File: config.mk
export PLATFORM = sky130hd
export DESIGN_NAME = fth_override
export DESIGN_NICKNAME = d
export VERILOG_FILES = /design/src/core/fth_override.v
export VERILOG_INCLUDE_DIRS = /design/src /design/src/core
export SDC_FILE = /design/constraint.sdc
export NUM_CORES = 1
export LEC_CHECK = 0
export BUFFER_PORTS_ARGS = -buffer_cell sky130_fd_sc_hd__buf_4
export CAP_MARGIN = 10
export CORE_ASPECT_RATIO = 0.8
export CORE_MARGIN = 2
export CORE_UTILIZATION = 40
export DETAILED_ROUTE_END_ITERATION = 10
export GPL_TIMING_DRIVEN = 0
export PLACE_DENSITY = 0.62
export SKIP_LAST_GASP = 1
export SLEW_MARGIN = 5
export SYNTH_ARGS = -nofsm -noshare
export SYNTH_HDL_FRONTEND = slang
export SYNTH_SLANG_ARGS = --single-unit
File: constraint.sdc
create_clock -name I_CLK -period 4.85 [get_ports I_CLK]
set_input_delay 0.485 -clock I_CLK [delete_from_list [all_inputs] [get_ports I_CLK]]
set_output_delay 0.485 -clock I_CLK [all_outputs]
set_load 0.02 [all_outputs]
File: src/core/fth_consts.vh
// register offsets, field positions, reset values and duty codes for the thermal override block
`ifndef FTH_CONSTS_VH
`define FTH_CONSTS_VH
`define FTH_ADDR_KEEP_SPIN     8'h62
`define FTH_ADDR_R1_CRIT       8'h6a
`define FTH_ADDR_LOC_CRIT      8'h6b
`define FTH_ADDR_R2_CRIT       8'h6c
`define FTH_ADDR_R1_LOC_HYST   8'h6d
`define FTH_ADDR_R2_HYST       8'h6e
`define FTH_ADDR_STATUS        8'h70
`define FTH_ADDR_R1_FAN_ON     8'h71
`define FTH_ADDR_LOC_FAN_ON    8'h72
`define FTH_ADDR_R2_FAN_ON     8'h73
`define FTH_ADDR_MIN_DUTY1     8'h74
`define FTH_ADDR_MIN_DUTY2     8'h75
`define FTH_ADDR_MIN_DUTY3     8'h76
`define FTH_CRIT_RST           8'ha4
`define FTH_HYST_RST           4'h4
`define FTH_R1_LOC_HYST_RST    8'h44
`define FTH_R2_HYST_RST        8'h40
`define FTH_KEEP_SPIN_RST      8'h00
`define FTH_FAN_ON_RST         8'h5a
`define FTH_MIN_DUTY_RST       8'h80
`define FTH_KEEP_SPIN1_BIT     5
`define FTH_KEEP_SPIN2_BIT     6
`define FTH_KEEP_SPIN3_BIT     7
`define FTH_HYST_HI_MSB        7
`define FTH_HYST_HI_LSB        4
`define FTH_HYST_LO_MSB        3
`define FTH_HYST_LO_LSB        0
`define FTH_DUTY_FULL          8'hff
`define FTH_DUTY_OFF           8'h00
`endif

File: src/core/fth_override.v
// thermal override, fan on/off hysteresis and register file of the fan controller
// Functional notes
// Any channel temperature above its critical limit forces every fan output to full duty.
// Full duty holds until that channel falls below its critical limit minus its hysteresis.
// Every hysteresis field resets to four degrees.
// The critical override cannot be masked and beats every automatic fan setting.
// Three 8-bit critical limits (remote 1, local, remote 2) each reset to 0xa4, 100 degrees.
// The first hysteresis register holds remote 1 in bits 7:4 and local in bits 3:0.
// The second hysteresis register holds remote 2 in bits 7:4.
// Each hysteresis is a 4-bit unsigned count of one-degree steps, 1 to 15.
// Software should not program zero hysteresis; zero simply removes the hysteresis band.
// Once below fan-on temperature, a fan keeps running until below fan-on minus hysteresis.
// One hysteresis field per channel serves both fan turn-off and override release.
// Keep-spin bits 7, 6, 5 belong to outputs 3, 2, 1; clear means zero duty when off.
// A set keep-spin bit runs that output at its minimum duty instead of zero when off.
// For a keep-spinning output the hysteresis has no effect on its off behaviour.
// Override full duty is code 255.
// Override is tracked per channel and re-evaluated on each new reading.
`timescale 1ns/1ps
`include "fth_consts.vh"
module fth_override
(
	input  wire       I_CLK,
	input  wire       I_RST_N,
	input  wire [7:0] I_ADDR,
	input  wire [7:0] I_WDATA,
	input  wire       I_WR,
	input  wire       I_RD,
	output wire [7:0] O_RDATA,
	input  wire [7:0] I_TEMP_R1,
	input  wire [7:0] I_TEMP_LOC,
	input  wire [7:0] I_TEMP_R2,
	input  wire       I_TEMP_VALID,
	input  wire [7:0] I_AUTO_DUTY_1,
	input  wire [7:0] I_AUTO_DUTY_2,
	input  wire [7:0] I_AUTO_DUTY_3,
	output wire [7:0] O_FAN_DRIVE_1,
	output wire [7:0] O_FAN_DRIVE_2,
	output wire [7:0] O_FAN_DRIVE_3,
	output wire       O_OVERRIDE
);

	reg  [7:0] keep_spin_ff;
	reg  [7:0] crit_r1_ff;
	reg  [7:0] crit_loc_ff;
	reg  [7:0] crit_r2_ff;
	reg  [7:0] hyst_r1_loc_ff;
	reg  [7:0] hyst_r2_ff;
	reg  [7:0] fan_on_r1_ff;
	reg  [7:0] fan_on_loc_ff;
	reg  [7:0] fan_on_r2_ff;
	reg  [7:0] min_duty1_ff;
	reg  [7:0] min_duty2_ff;
	reg  [7:0] min_duty3_ff;
	reg  [2:0] ovr_ff;
	reg  [2:0] run_ff;
	reg  [2:0] above_ff;
	reg  [7:0] rdata_ff;
	reg  [7:0] drive1_ff;
	reg  [7:0] drive2_ff;
	reg  [7:0] drive3_ff;
	reg  [7:0] nxt_rdata;
	wire [3:0] hyst_r1;
	wire [3:0] hyst_loc;
	wire [3:0] hyst_r2;
	wire [2:0] nxt_ovr;
	wire [2:0] nxt_run;
	wire [2:0] nxt_above;
	wire [2:0] keep_spin;
	wire [7:0] status_word;
	wire [7:0] nxt_drive1;
	wire [7:0] nxt_drive2;
	wire [7:0] nxt_drive3;
	wire       any_ovr;

	// strictly above limit; a reading equal to the limit does not trip
	function over_limit;
		input [7:0] temp;
		input [7:0] limit;
		begin
			over_limit = temp > limit;
		end
	endfunction

	// below limit minus hysteresis, done in 9 bits so low limits do not wrap
	function below_band;
		input [7:0] temp;
		input [7:0] limit;
		input [3:0] hyst;
		begin
			below_band = ({1'b0, temp} + {5'h00, hyst}) < {1'b0, limit};
		end
	endfunction

	// latch with hysteresis: set above limit, clear below limit minus hysteresis
	function hyst_latch;
		input       state;
		input [7:0] temp;
		input [7:0] limit;
		input [3:0] hyst;
		begin
			if (over_limit(temp, limit))
				hyst_latch = 1'b1;
			else if (below_band(temp, limit, hyst))
				hyst_latch = 1'b0;
			else
				hyst_latch = state;
		end
	endfunction

	// a kept-spinning fan drops to minimum once it is not above fan-on, so the
	// hysteresis band never shows on it; other fans stop only below the band
	function [7:0] fan_duty;
		input       ovr;
		input       run;
		input       above;
		input       spin;
		input [7:0] auto_duty;
		input [7:0] min_duty;
		begin
			if (ovr)
				fan_duty = `FTH_DUTY_FULL;
			else if (spin)
				fan_duty = above ? auto_duty : min_duty;
			else
				fan_duty = run ? auto_duty : `FTH_DUTY_OFF;
		end
	endfunction

	// one 4-bit band per channel, shared by fan-on and override release
	assign hyst_r1  = hyst_r1_loc_ff[`FTH_HYST_HI_MSB:`FTH_HYST_HI_LSB];
	assign hyst_loc = hyst_r1_loc_ff[`FTH_HYST_LO_MSB:`FTH_HYST_LO_LSB];
	assign hyst_r2  = hyst_r2_ff[`FTH_HYST_HI_MSB:`FTH_HYST_HI_LSB];

	// zero hysteresis collapses the band; no guard, software is told not to use it
	assign nxt_ovr[0] = hyst_latch(ovr_ff[0], I_TEMP_R1, crit_r1_ff, hyst_r1);
	assign nxt_ovr[1] = hyst_latch(ovr_ff[1], I_TEMP_LOC, crit_loc_ff, hyst_loc);
	assign nxt_ovr[2] = hyst_latch(ovr_ff[2], I_TEMP_R2, crit_r2_ff, hyst_r2);
	// fan-on state reuses the same band as the override release
	assign nxt_run[0] = hyst_latch(run_ff[0], I_TEMP_R1, fan_on_r1_ff, hyst_r1);
	assign nxt_run[1] = hyst_latch(run_ff[1], I_TEMP_LOC, fan_on_loc_ff, hyst_loc);
	assign nxt_run[2] = hyst_latch(run_ff[2], I_TEMP_R2, fan_on_r2_ff, hyst_r2);

	// above fan-on with no band, used only by kept-spinning fans
	assign nxt_above[0] = over_limit(I_TEMP_R1, fan_on_r1_ff);
	assign nxt_above[1] = over_limit(I_TEMP_LOC, fan_on_loc_ff);
	assign nxt_above[2] = over_limit(I_TEMP_R2, fan_on_r2_ff);

	// only bits 7:5 steer the fans; the rest is plain storage
	assign keep_spin[0] = keep_spin_ff[`FTH_KEEP_SPIN1_BIT];
	assign keep_spin[1] = keep_spin_ff[`FTH_KEEP_SPIN2_BIT];
	assign keep_spin[2] = keep_spin_ff[`FTH_KEEP_SPIN3_BIT];

	// any channel in override takes all three fans; nothing masks it
	assign any_ovr = |ovr_ff;

	// run state is per channel; fan 1 follows remote 1, fan 2 local, fan 3 remote 2
	assign nxt_drive1 = fan_duty(any_ovr, run_ff[0], above_ff[0], keep_spin[0],
		I_AUTO_DUTY_1, min_duty1_ff);
	assign nxt_drive2 = fan_duty(any_ovr, run_ff[1], above_ff[1], keep_spin[1],
		I_AUTO_DUTY_2, min_duty2_ff);
	assign nxt_drive3 = fan_duty(any_ovr, run_ff[2], above_ff[2], keep_spin[2],
		I_AUTO_DUTY_3, min_duty3_ff);

	// status: override flags in 2:0, run flags in 5:3, top bits read as zero
	assign status_word = {2'h0, run_ff, ovr_ff};

	// flags move only on a new reading; between readings they hold
	always @(posedge I_CLK or negedge I_RST_N)
	begin
		if (!I_RST_N)
			ovr_ff <= 3'h0;
		else if (I_TEMP_VALID)
			ovr_ff <= nxt_ovr;
	end

	always @(posedge I_CLK or negedge I_RST_N)
	begin
		if (!I_RST_N)
			run_ff <= 3'h0;
		else if (I_TEMP_VALID)
			run_ff <= nxt_run;
	end

	always @(posedge I_CLK or negedge I_RST_N)
	begin
		if (!I_RST_N)
			above_ff <= 3'h0;
		else if (I_TEMP_VALID)
			above_ff <= nxt_above;
	end

	// drives are registered, so they trail the flags by one clock
	always @(posedge I_CLK or negedge I_RST_N)
	begin
		if (!I_RST_N)
		begin
			drive1_ff <= `FTH_DUTY_OFF;
			drive2_ff <= `FTH_DUTY_OFF;
			drive3_ff <= `FTH_DUTY_OFF;
		end
		else
		begin
			drive1_ff <= nxt_drive1;
			drive2_ff <= nxt_drive2;
			drive3_ff <= nxt_drive3;
		end
	end

	always @(posedge I_CLK or negedge I_RST_N)
	begin
		if (!I_RST_N)
		begin
			keep_spin_ff   <= `FTH_KEEP_SPIN_RST;
			crit_r1_ff     <= `FTH_CRIT_RST;
			crit_loc_ff    <= `FTH_CRIT_RST;
			crit_r2_ff     <= `FTH_CRIT_RST;
			hyst_r1_loc_ff <= `FTH_R1_LOC_HYST_RST;
			hyst_r2_ff     <= `FTH_R2_HYST_RST;
			fan_on_r1_ff   <= `FTH_FAN_ON_RST;
			fan_on_loc_ff  <= `FTH_FAN_ON_RST;
			fan_on_r2_ff   <= `FTH_FAN_ON_RST;
			min_duty1_ff   <= `FTH_MIN_DUTY_RST;
			min_duty2_ff   <= `FTH_MIN_DUTY_RST;
			min_duty3_ff   <= `FTH_MIN_DUTY_RST;
		end
		// status and unmapped addresses match no branch, so writes there are lost
		else if (I_WR)
		begin
			if (I_ADDR == `FTH_ADDR_KEEP_SPIN)
				keep_spin_ff <= I_WDATA;
			else if (I_ADDR == `FTH_ADDR_R1_CRIT)
				crit_r1_ff <= I_WDATA;
			else if (I_ADDR == `FTH_ADDR_LOC_CRIT)
				crit_loc_ff <= I_WDATA;
			else if (I_ADDR == `FTH_ADDR_R2_CRIT)
				crit_r2_ff <= I_WDATA;
			else if (I_ADDR == `FTH_ADDR_R1_LOC_HYST)
				hyst_r1_loc_ff <= I_WDATA;
			else if (I_ADDR == `FTH_ADDR_R2_HYST)
				hyst_r2_ff <= I_WDATA;
			else if (I_ADDR == `FTH_ADDR_R1_FAN_ON)
				fan_on_r1_ff <= I_WDATA;
			else if (I_ADDR == `FTH_ADDR_LOC_FAN_ON)
				fan_on_loc_ff <= I_WDATA;
			else if (I_ADDR == `FTH_ADDR_R2_FAN_ON)
				fan_on_r2_ff <= I_WDATA;
			else if (I_ADDR == `FTH_ADDR_MIN_DUTY1)
				min_duty1_ff <= I_WDATA;
			else if (I_ADDR == `FTH_ADDR_MIN_DUTY2)
				min_duty2_ff <= I_WDATA;
			else if (I_ADDR == `FTH_ADDR_MIN_DUTY3)
				min_duty3_ff <= I_WDATA;
		end
	end

	// unmapped addresses read as zero
	always @*
	begin
		nxt_rdata = 8'h00;
		if (I_ADDR == `FTH_ADDR_KEEP_SPIN)
			nxt_rdata = keep_spin_ff;
		else if (I_ADDR == `FTH_ADDR_R1_CRIT)
			nxt_rdata = crit_r1_ff;
		else if (I_ADDR == `FTH_ADDR_LOC_CRIT)
			nxt_rdata = crit_loc_ff;
		else if (I_ADDR == `FTH_ADDR_R2_CRIT)
			nxt_rdata = crit_r2_ff;
		else if (I_ADDR == `FTH_ADDR_R1_LOC_HYST)
			nxt_rdata = hyst_r1_loc_ff;
		else if (I_ADDR == `FTH_ADDR_R2_HYST)
			nxt_rdata = hyst_r2_ff;
		else if (I_ADDR == `FTH_ADDR_STATUS)
			nxt_rdata = status_word;
		else if (I_ADDR == `FTH_ADDR_R1_FAN_ON)
			nxt_rdata = fan_on_r1_ff;
		else if (I_ADDR == `FTH_ADDR_LOC_FAN_ON)
			nxt_rdata = fan_on_loc_ff;
		else if (I_ADDR == `FTH_ADDR_R2_FAN_ON)
			nxt_rdata = fan_on_r2_ff;
		else if (I_ADDR == `FTH_ADDR_MIN_DUTY1)
			nxt_rdata = min_duty1_ff;
		else if (I_ADDR == `FTH_ADDR_MIN_DUTY2)
			nxt_rdata = min_duty2_ff;
		else if (I_ADDR == `FTH_ADDR_MIN_DUTY3)
			nxt_rdata = min_duty3_ff;
	end

	// read data is held until the next read strobe
	always @(posedge I_CLK or negedge I_RST_N)
	begin
		if (!I_RST_N)
			rdata_ff <= 8'h00;
		else if (I_RD)
			rdata_ff <= nxt_rdata;
	end

	assign O_RDATA       = rdata_ff;
	assign O_FAN_DRIVE_1 = drive1_ff;
	assign O_FAN_DRIVE_2 = drive2_ff;
	assign O_FAN_DRIVE_3 = drive3_ff;
	assign O_OVERRIDE    = any_ovr;

endmodule

==> flow_summary.yaml, run 1 <==
status:
  status: "completed"
logic_synthesis:
  ys_ff_latch: 137
  ys.flop_type: "dfrtp_1"
  avgSynthCellArea_um2: 10.1
  syn_area_um2: 9370
  seq_area_frac_synth_pct: 36.9
  yosysTopAreaCell: "dfrtp_1"
  yosysUniqueCellTypes: 64
  yosysWarnings: 0
  syn-num-nets: 1101
  synth_edf_count: 0
  synth.top_cells.by_count: "dfrtp_1, ha_1, mux2_2"
  synth.area.top_cells: "dfrtp_1, ha_1, mux2_2, dfstp_2, o21ai_0"
  synth_most_common_cell: "dfrtp_1"
  synthDominantCellAreaShare_pct: 29.4
  async_flop_share_pct: 100
  syn-instance-count: 927
drt:
  postRouteWirelength_mm: 29.3
  drc_errors: 0
  dr.first_iter.drc_count: 603
  wl_per_cell_um: 21.4
  ant_nets: 0
  via_count: 7871
  via_per_inst: 5.74
  first_pass_iters: 8
sta:
  worst_pin_slew_ps: 896
  finalSetupViolCount: 0
  holdWs_ps: 291
  rsz0062_at_grt: "no"
  drv_slew: 0
  clock_skew_ps: 8.76
  finalCritPeriodShare_pct: 57.8
  slew_headroom_pct: 40.3
  finalHoldViolCount: 0
  period_minus_slack_ps: 2800
  max_freq_mhz: 357
  tns_ps: 0
critical_path:
  r2r_cells: 12
  r2r_start: "hyst_r2_ff[5]"
  critPathKind: "flop to flop"
  critPathLaunchType: "flop"
  required_ps: 5100
  end_kind: "flop"
  cpMaxStageDelayCell: "dfrtp_1"
  r2r-end: "run_ff[2]"
  crit_fanout: 4
  path_cells: "ha_1 -> a21o_1 -> a21oi_1 -> nor2b_1 -> o21ai_0 -> xnor2_1 -> ha_1 -> a21o_1 -> a21oi_1 -> nor2b_1 -> o31ai_1 -> o311ai_0"
  reg2reg_slack_ps: 2050
  cp.arrival_ps: 3050
  max_stage_delay_ps: 440
final_layout:
  drive_gt1_share_pct: 27.2
  multi_input_area_um2: 5430
  insertedDiodeCount: 0
  syn_to_final_growth_pct: 18.7
  nets: 1220
  fill_cells: 2151
  regArea_um2: 3460
  stdcell_area_um2: 11100
pwr:
  p_leak_nw: 5.08
  powerDensity_nw_per_um2: 286
  ir_drop_mv: 0.246
clocking:
  cts.clk_slew.worst_paths_ps: 70
  root_buffer: "clkbuf_16"
  cts_tree: "done"
  cts_max_path_buffers: 2
  cts_setup_buffers: 0
  cts_buffers: 17
  clk_latency_ps: 430
  postCtsResizedCells: 0
  clock-sinks: 137
  cts_max_level: 4
worst_hold_path:
  hold_path_depth: 2
  hold_path.class: "input port to flop"
  hp-start: "I_AUTO_DUTY_1[3]"
  whs_endpoint: "O_FAN_DRIVE_1[3]"
global_routing:
  grt_overflow: 0
  grt_pass1_wl_mm: 44.8
  grt_use_total_pct: 24.1
  antenna_found_initial: 2
  grt_max_degree: 94
  grt_pass1_vias: 7501
die:
  coreArea_um2: 23200
  die_w_um: 175
  start_util_pct: 40.4
  ios: 102
  rows: 50
  die_area_um2: 24700
  die_height_um: 141
placement:
  port-buffer-count: 98
  dpl.hpwl_mm: 22.6
  post_dp_cell_area_um2: 10500
  routabilityCongestion: 0.975
flow_run:
  max-cap-violations: 0
==> per-stage QoR <==
| step | setup WS, ps | util (%) | instances | total power [W] |
|---|---|---|---|---|
| finish | 2050 | 47.9 | 1371 | 0.00318 |
| CTS | 2050 | 47.9 | 1371 | 0.00319 |
| global route | 1850 | 47.9 | 1371 | 0.00332 |
| floorplan | 2260 | - | 927 | 0.00165 |
| detailed placement | 1880 | 45.4 | 1338 | 0.00190 |
| global placement | 1900 | 45.2 | 1337 | 0.00189 |
==> power by group <==
part	total [W]	leakage [nW]	switching, W	internal (W)
clock network	0.00129	0.273	0.000562	0.000724
registers	0.00128	1.61	0.0000607	0.00122
logic	0.000615	3.20	0.000356	0.000260
==> placed cells by master (no fill, tap or decap), types with 5 or more instances in the layout <==
cell type and count:
dfrtp_1 110, ha_1 102, buf_4 101, mux2_2 96, o21ai_0 73, inv_1 72
a21oi_1 62, nand2_1 52, clkbuf_1 28, dfstp_2 27, a221o_1 24, nor2_1 22
nor2b_1 21, a21o_1 18, xnor2_1 17, clkbuf_16 17, nand4_1 16, o211ai_1 16
nand2b_1 15, mux2i_1 14, buf_2 11, a211oi_1 11, nor3_1 10, nand3_1 9
a31oi_1 8, o21a_1 7, o221ai_1 6, o2bb2ai_1 6, and3_1 5, inv_6 5
==> routing by layer <==
layer | wire [um] | track usage (%) | part of all wire (%) | vias to the layer above
met5 | 0 | 0 | 0 | -
met4 | 631 | 7.28 | 2.2 | 0
met3 | 1980 | 4.05 | 6.8 | 46
met2 | 12500 | 35.6 | 43 | 283
met1 | 14200 | 35.8 | 48 | 3884
li1 | - | - | - | 3658
==> critical path, delay by kind of cell (launching register included) <==
| family | cells | cell delay, ps |
|---|---|---|
| AO/OA/AOI/OAI | 7 | 1250 |
| adder cells (fa/ha/maj) | 2 | 590 |
| flip-flops | 1 | 440 |
| XOR/XNOR | 1 | 190 |
| AND/OR/NAND/NOR | 2 | 160 |
==> sequential cells by signal, summed over array words and instances (netlist names) <==
signal and cells:
hyst_r2_ff 8, O_FAN_DRIVE_1 8, O_RDATA 8, keep_spin_ff 8, min_duty3_ff 8, fan_on_r2_ff 8
O_FAN_DRIVE_3 8, hyst_r1_loc_ff 8, crit_r1_ff 8, crit_r2_ff 8, min_duty2_ff 8, ovr_ff 3
fan_on_loc_ff 8, min_duty1_ff 8, run_ff 3, fan_on_r1_ff 8, above_ff 3, crit_loc_ff 8
O_FAN_DRIVE_2 8
==> cell families after synthesis <==
group | after synthesis | synth area share [%]
fa+ha+maj | 105 | 14.3
simple gates | 176 | 10.6
buf+inv | 120 | 5.11
flops | 137 | 36.9
xor+xnor | 18 | 1.68
mux | 110 | 13.0
compound gates | 261 | 18.4
==> layout make-up <==
| type | count | area share, % |
|---|---|---|
| buffer | 47 | 1.85 |
| clock buffer | 17 | 3.83 |
| clock inverter | 15 | 1.40 |
| inverter | 73 | 2.46 |
| multi-input combinational | 670 | 48.8 |
| sequential | 137 | 31.1 |
| tap | 312 | 3.51 |
| timing repair buffer | 100 | 6.99 |
==> how the worst max path moves through the flow <==
stage | startpoint | endpoint | slack [ps] | cells after the start
detailed placement | I_TEMP_R2[1] | run_ff[2] | 1880 | 13
global route | hyst_r2_ff[5] | run_ff[2] | 1850 | 12
CTS | hyst_r2_ff[5] | run_ff[2] | 2050 | 12
finish | hyst_r2_ff[5] | run_ff[2] | 2050 | 12
global placement | I_TEMP_R2[1] | run_ff[2] | 1900 | 13
floorplan | I_TEMP_R2[1] | run_ff[2] | 2260 | 12
==> repair_timing <==
item / in CTS / in global routing
hold endpoints to repair: 15 / 0
hold buffers: 1 / 0
endpoints found under the setup margin: 0 / 0
(Power assumes the default switching activity.)
==> run 2: changes to the inputs <==
==> constraint.sdc (replaced) <==
create_clock -name I_CLK -period 2.75 [get_ports I_CLK]
set_input_delay 0.275 -clock I_CLK [delete_from_list [all_inputs] [get_ports I_CLK]]
set_output_delay 0.275 -clock I_CLK [all_outputs]
set_load 0.02 [all_outputs]
==> run 2 against run 1 <==
- count of clock-buffer cells in the layout is the same
- critical path type unchanged
- critical path depth down 1
- clock skew is essentially flat
- worst hold slack lost 210 ps
- cell area up 0.73%
- worst setup slack worse by 2000 ps
- largest cell class unchanged
==> flow_summary.yaml, run 2 (synthesis results as in run 1) <==
global_routing:
  grt_max_degree: 94
  grt_overflow: 0
  grt_pass1_wl_mm: 44.8
  grt_use_total_pct: 24.1
  grt_pass1_vias: 7503
  antenna_found_initial: 2
final_layout:
  regArea_um2: 3460
  syn_to_final_growth_pct: 19.5
  multi_input_area_um2: 5460
  fill_cells: 2146
  stdcell_area_um2: 11200
  drive_gt1_share_pct: 28.4
  insertedDiodeCount: 0
  nets: 1226
  mostFrequentLayoutCell: "dfrtp_1"
  layout.cells.most_common_list: "dfrtp_1, buf_4, ha_1"
  layout.cells.non_filler: 1377
drt:
  via_count: 7889
  wl_per_cell_um: 21.3
  postRouteWirelength_mm: 29.3
  ant_nets: 0
  drc_errors: 0
  via_per_inst: 5.73
  first_pass_iters: 7
  dr.first_iter.drc_count: 645
clocking:
  cts_max_level: 4
  cts_max_path_buffers: 2
  root_buffer: "clkbuf_16"
  cts_buffers: 17
  clk_latency_ps: 430
  cts_tree: "done"
  clock-sinks: 137
  cts.clk_slew.worst_paths_ps: 70
die:
  die_area_um2: 24700
  rows: 50
  start_util_pct: 40.4
  die_height_um: 141
  coreArea_um2: 23200
  ios: 102
  die_w_um: 175
sta:
  drv_slew: 0
  holdWs_ps: 81.7
  max_freq_mhz: 376
  period_minus_slack_ps: 2660
  rsz0062_at_grt: "yes"
  finalSetupViolCount: 0
  slew_headroom_pct: 42.7
  finalCritPeriodShare_pct: 96.6
  clock_skew_ps: 8.48
  worst_pin_slew_ps: 860
  tns_ps: 0
  finalHoldViolCount: 0
placement:
  port-buffer-count: 98
  dpl.hpwl_mm: 22.6
  dp_cells: 1338
  routabilityCongestion: 0.975
  post_dp_cell_area_um2: 10500
pwr:
  powerDensity_nw_per_um2: 502
  internal_power_w: 0.00389
  seq_power_share_pct: 40.0
  switching_share_pct: 30.8
  power_frac_comb_pct: 19.6
  ir_drop_mv: 0.433
  pwr-share-clk_pct: 40.4
  switchingPower_w: 0.00173
  p_leak_nw: 5.13
critical_path:
  critPathKind: "flop to flop"
  end_kind: "flop"
  crit_fanout: 3
  cp.arrival_ps: 2920
  required_ps: 3010
  critPathLaunchType: "flop"
flow_run:
  max-cap-violations: 0
worst_hold_path:
  hold_path.class: "input port to flop"
status:
  status: "completed"
-- run 2: cell count changes in the layout (fill, tap and decap cells not counted), moves of 2 or more --
cell / previous run / this run
a21oi_2: 0 / 2
a21oi_1: 62 / 60
buf_4: 101 / 107
xnor2_2: 0 / 3
xnor2_1: 17 / 14
-- run 2: through the flow --
step	util (%)	total power [W]	setup WS [ps]
2_1_floorplan	-	0.00291	272
3_3_place_gp	45.2	0.00333	-12.7
3_5_place_dp	45.4	0.00336	-35.4
4_1_cts	48.0	0.00562	7.99
5_1_grt	48.3	0.00586	-34.0
6_report	48.3	0.00562	93.7
-- run 2: what timing repair did --
action                                  in CTS  in global routing
endpoints found under the hold margin       43                  0
pin swaps                                    0                  5
resized for setup                            2                  8
hold buffers                                 1                  0
endpoints found under the setup margin       1                  4
setup buffers                                0                  6
-- run 2: worst paths after layout --
kind                             startpoint                end  slack, ps  cells past startpoint
hold reg to reg             keep_spin_ff[2]    keep_spin_ff[2]        510                      1
setup reg to reg              hyst_r2_ff[6]          run_ff[2]         90                     11
hold / removal             I_AUTO_DUTY_1[3]   O_FAN_DRIVE_1[3]         80                      2
max in group asynchronous           I_RST_N  hyst_r1_loc_ff[2]       1560                      3
min in group asynchronous           I_RST_N          run_ff[0]        330                      2
setup / recovery              hyst_r2_ff[6]          run_ff[2]         90                     11
-- run 2: routing by layer --
metal | vias to the layer above | share of wire, % | GRT usage, %
met2 | 301 | 43 | 35.6
met3 | 45 | 7.0 | 4.05
met5 | - | 0 | 0
met1 | 3877 | 48 | 35.8
met4 | 0 | 2.1 | 7.28
li1 | 3666 | - | -
-- run 2: power groups by stage --
stage | clock, W | combinational (W) | sequential, W
after detailed placement | 0 | 0.00107 | 0.00229
after CTS | 0.00229 | 0.00108 | 0.00225
after global routing | 0.00237 | 0.00123 | 0.00226
final | 0.00227 | 0.00110 | 0.00225
after floorplan | 0 | 0.000660 | 0.00225
after global placement | 0 | 0.00104 | 0.00228
-- run 2: area by class of cell --
cell class / instances / share of cell area [%]
multi-input cells: 670 / 48.8
flip-flops and latches: 137 / 30.9
repair buffers: 106 / 7.34
clock buffers: 17 / 3.80
well taps: 312 / 3.49
inverters: 73 / 2.45
plain buffers: 47 / 1.83
clock inverters: 15 / 1.39
-- run 2: worst max-delay path, stage by stage, from the launching register on --
cell and delay [ps]:
dfstp_2 590, ha_1 280, a21oi_2 190, nor2b_1 90, o21ai_1 160, xnor2_1 190, ha_1 300, a21o_1 190
a21oi_1 140, nor2b_1 60, o31ai_1 180, o311ai_1 120
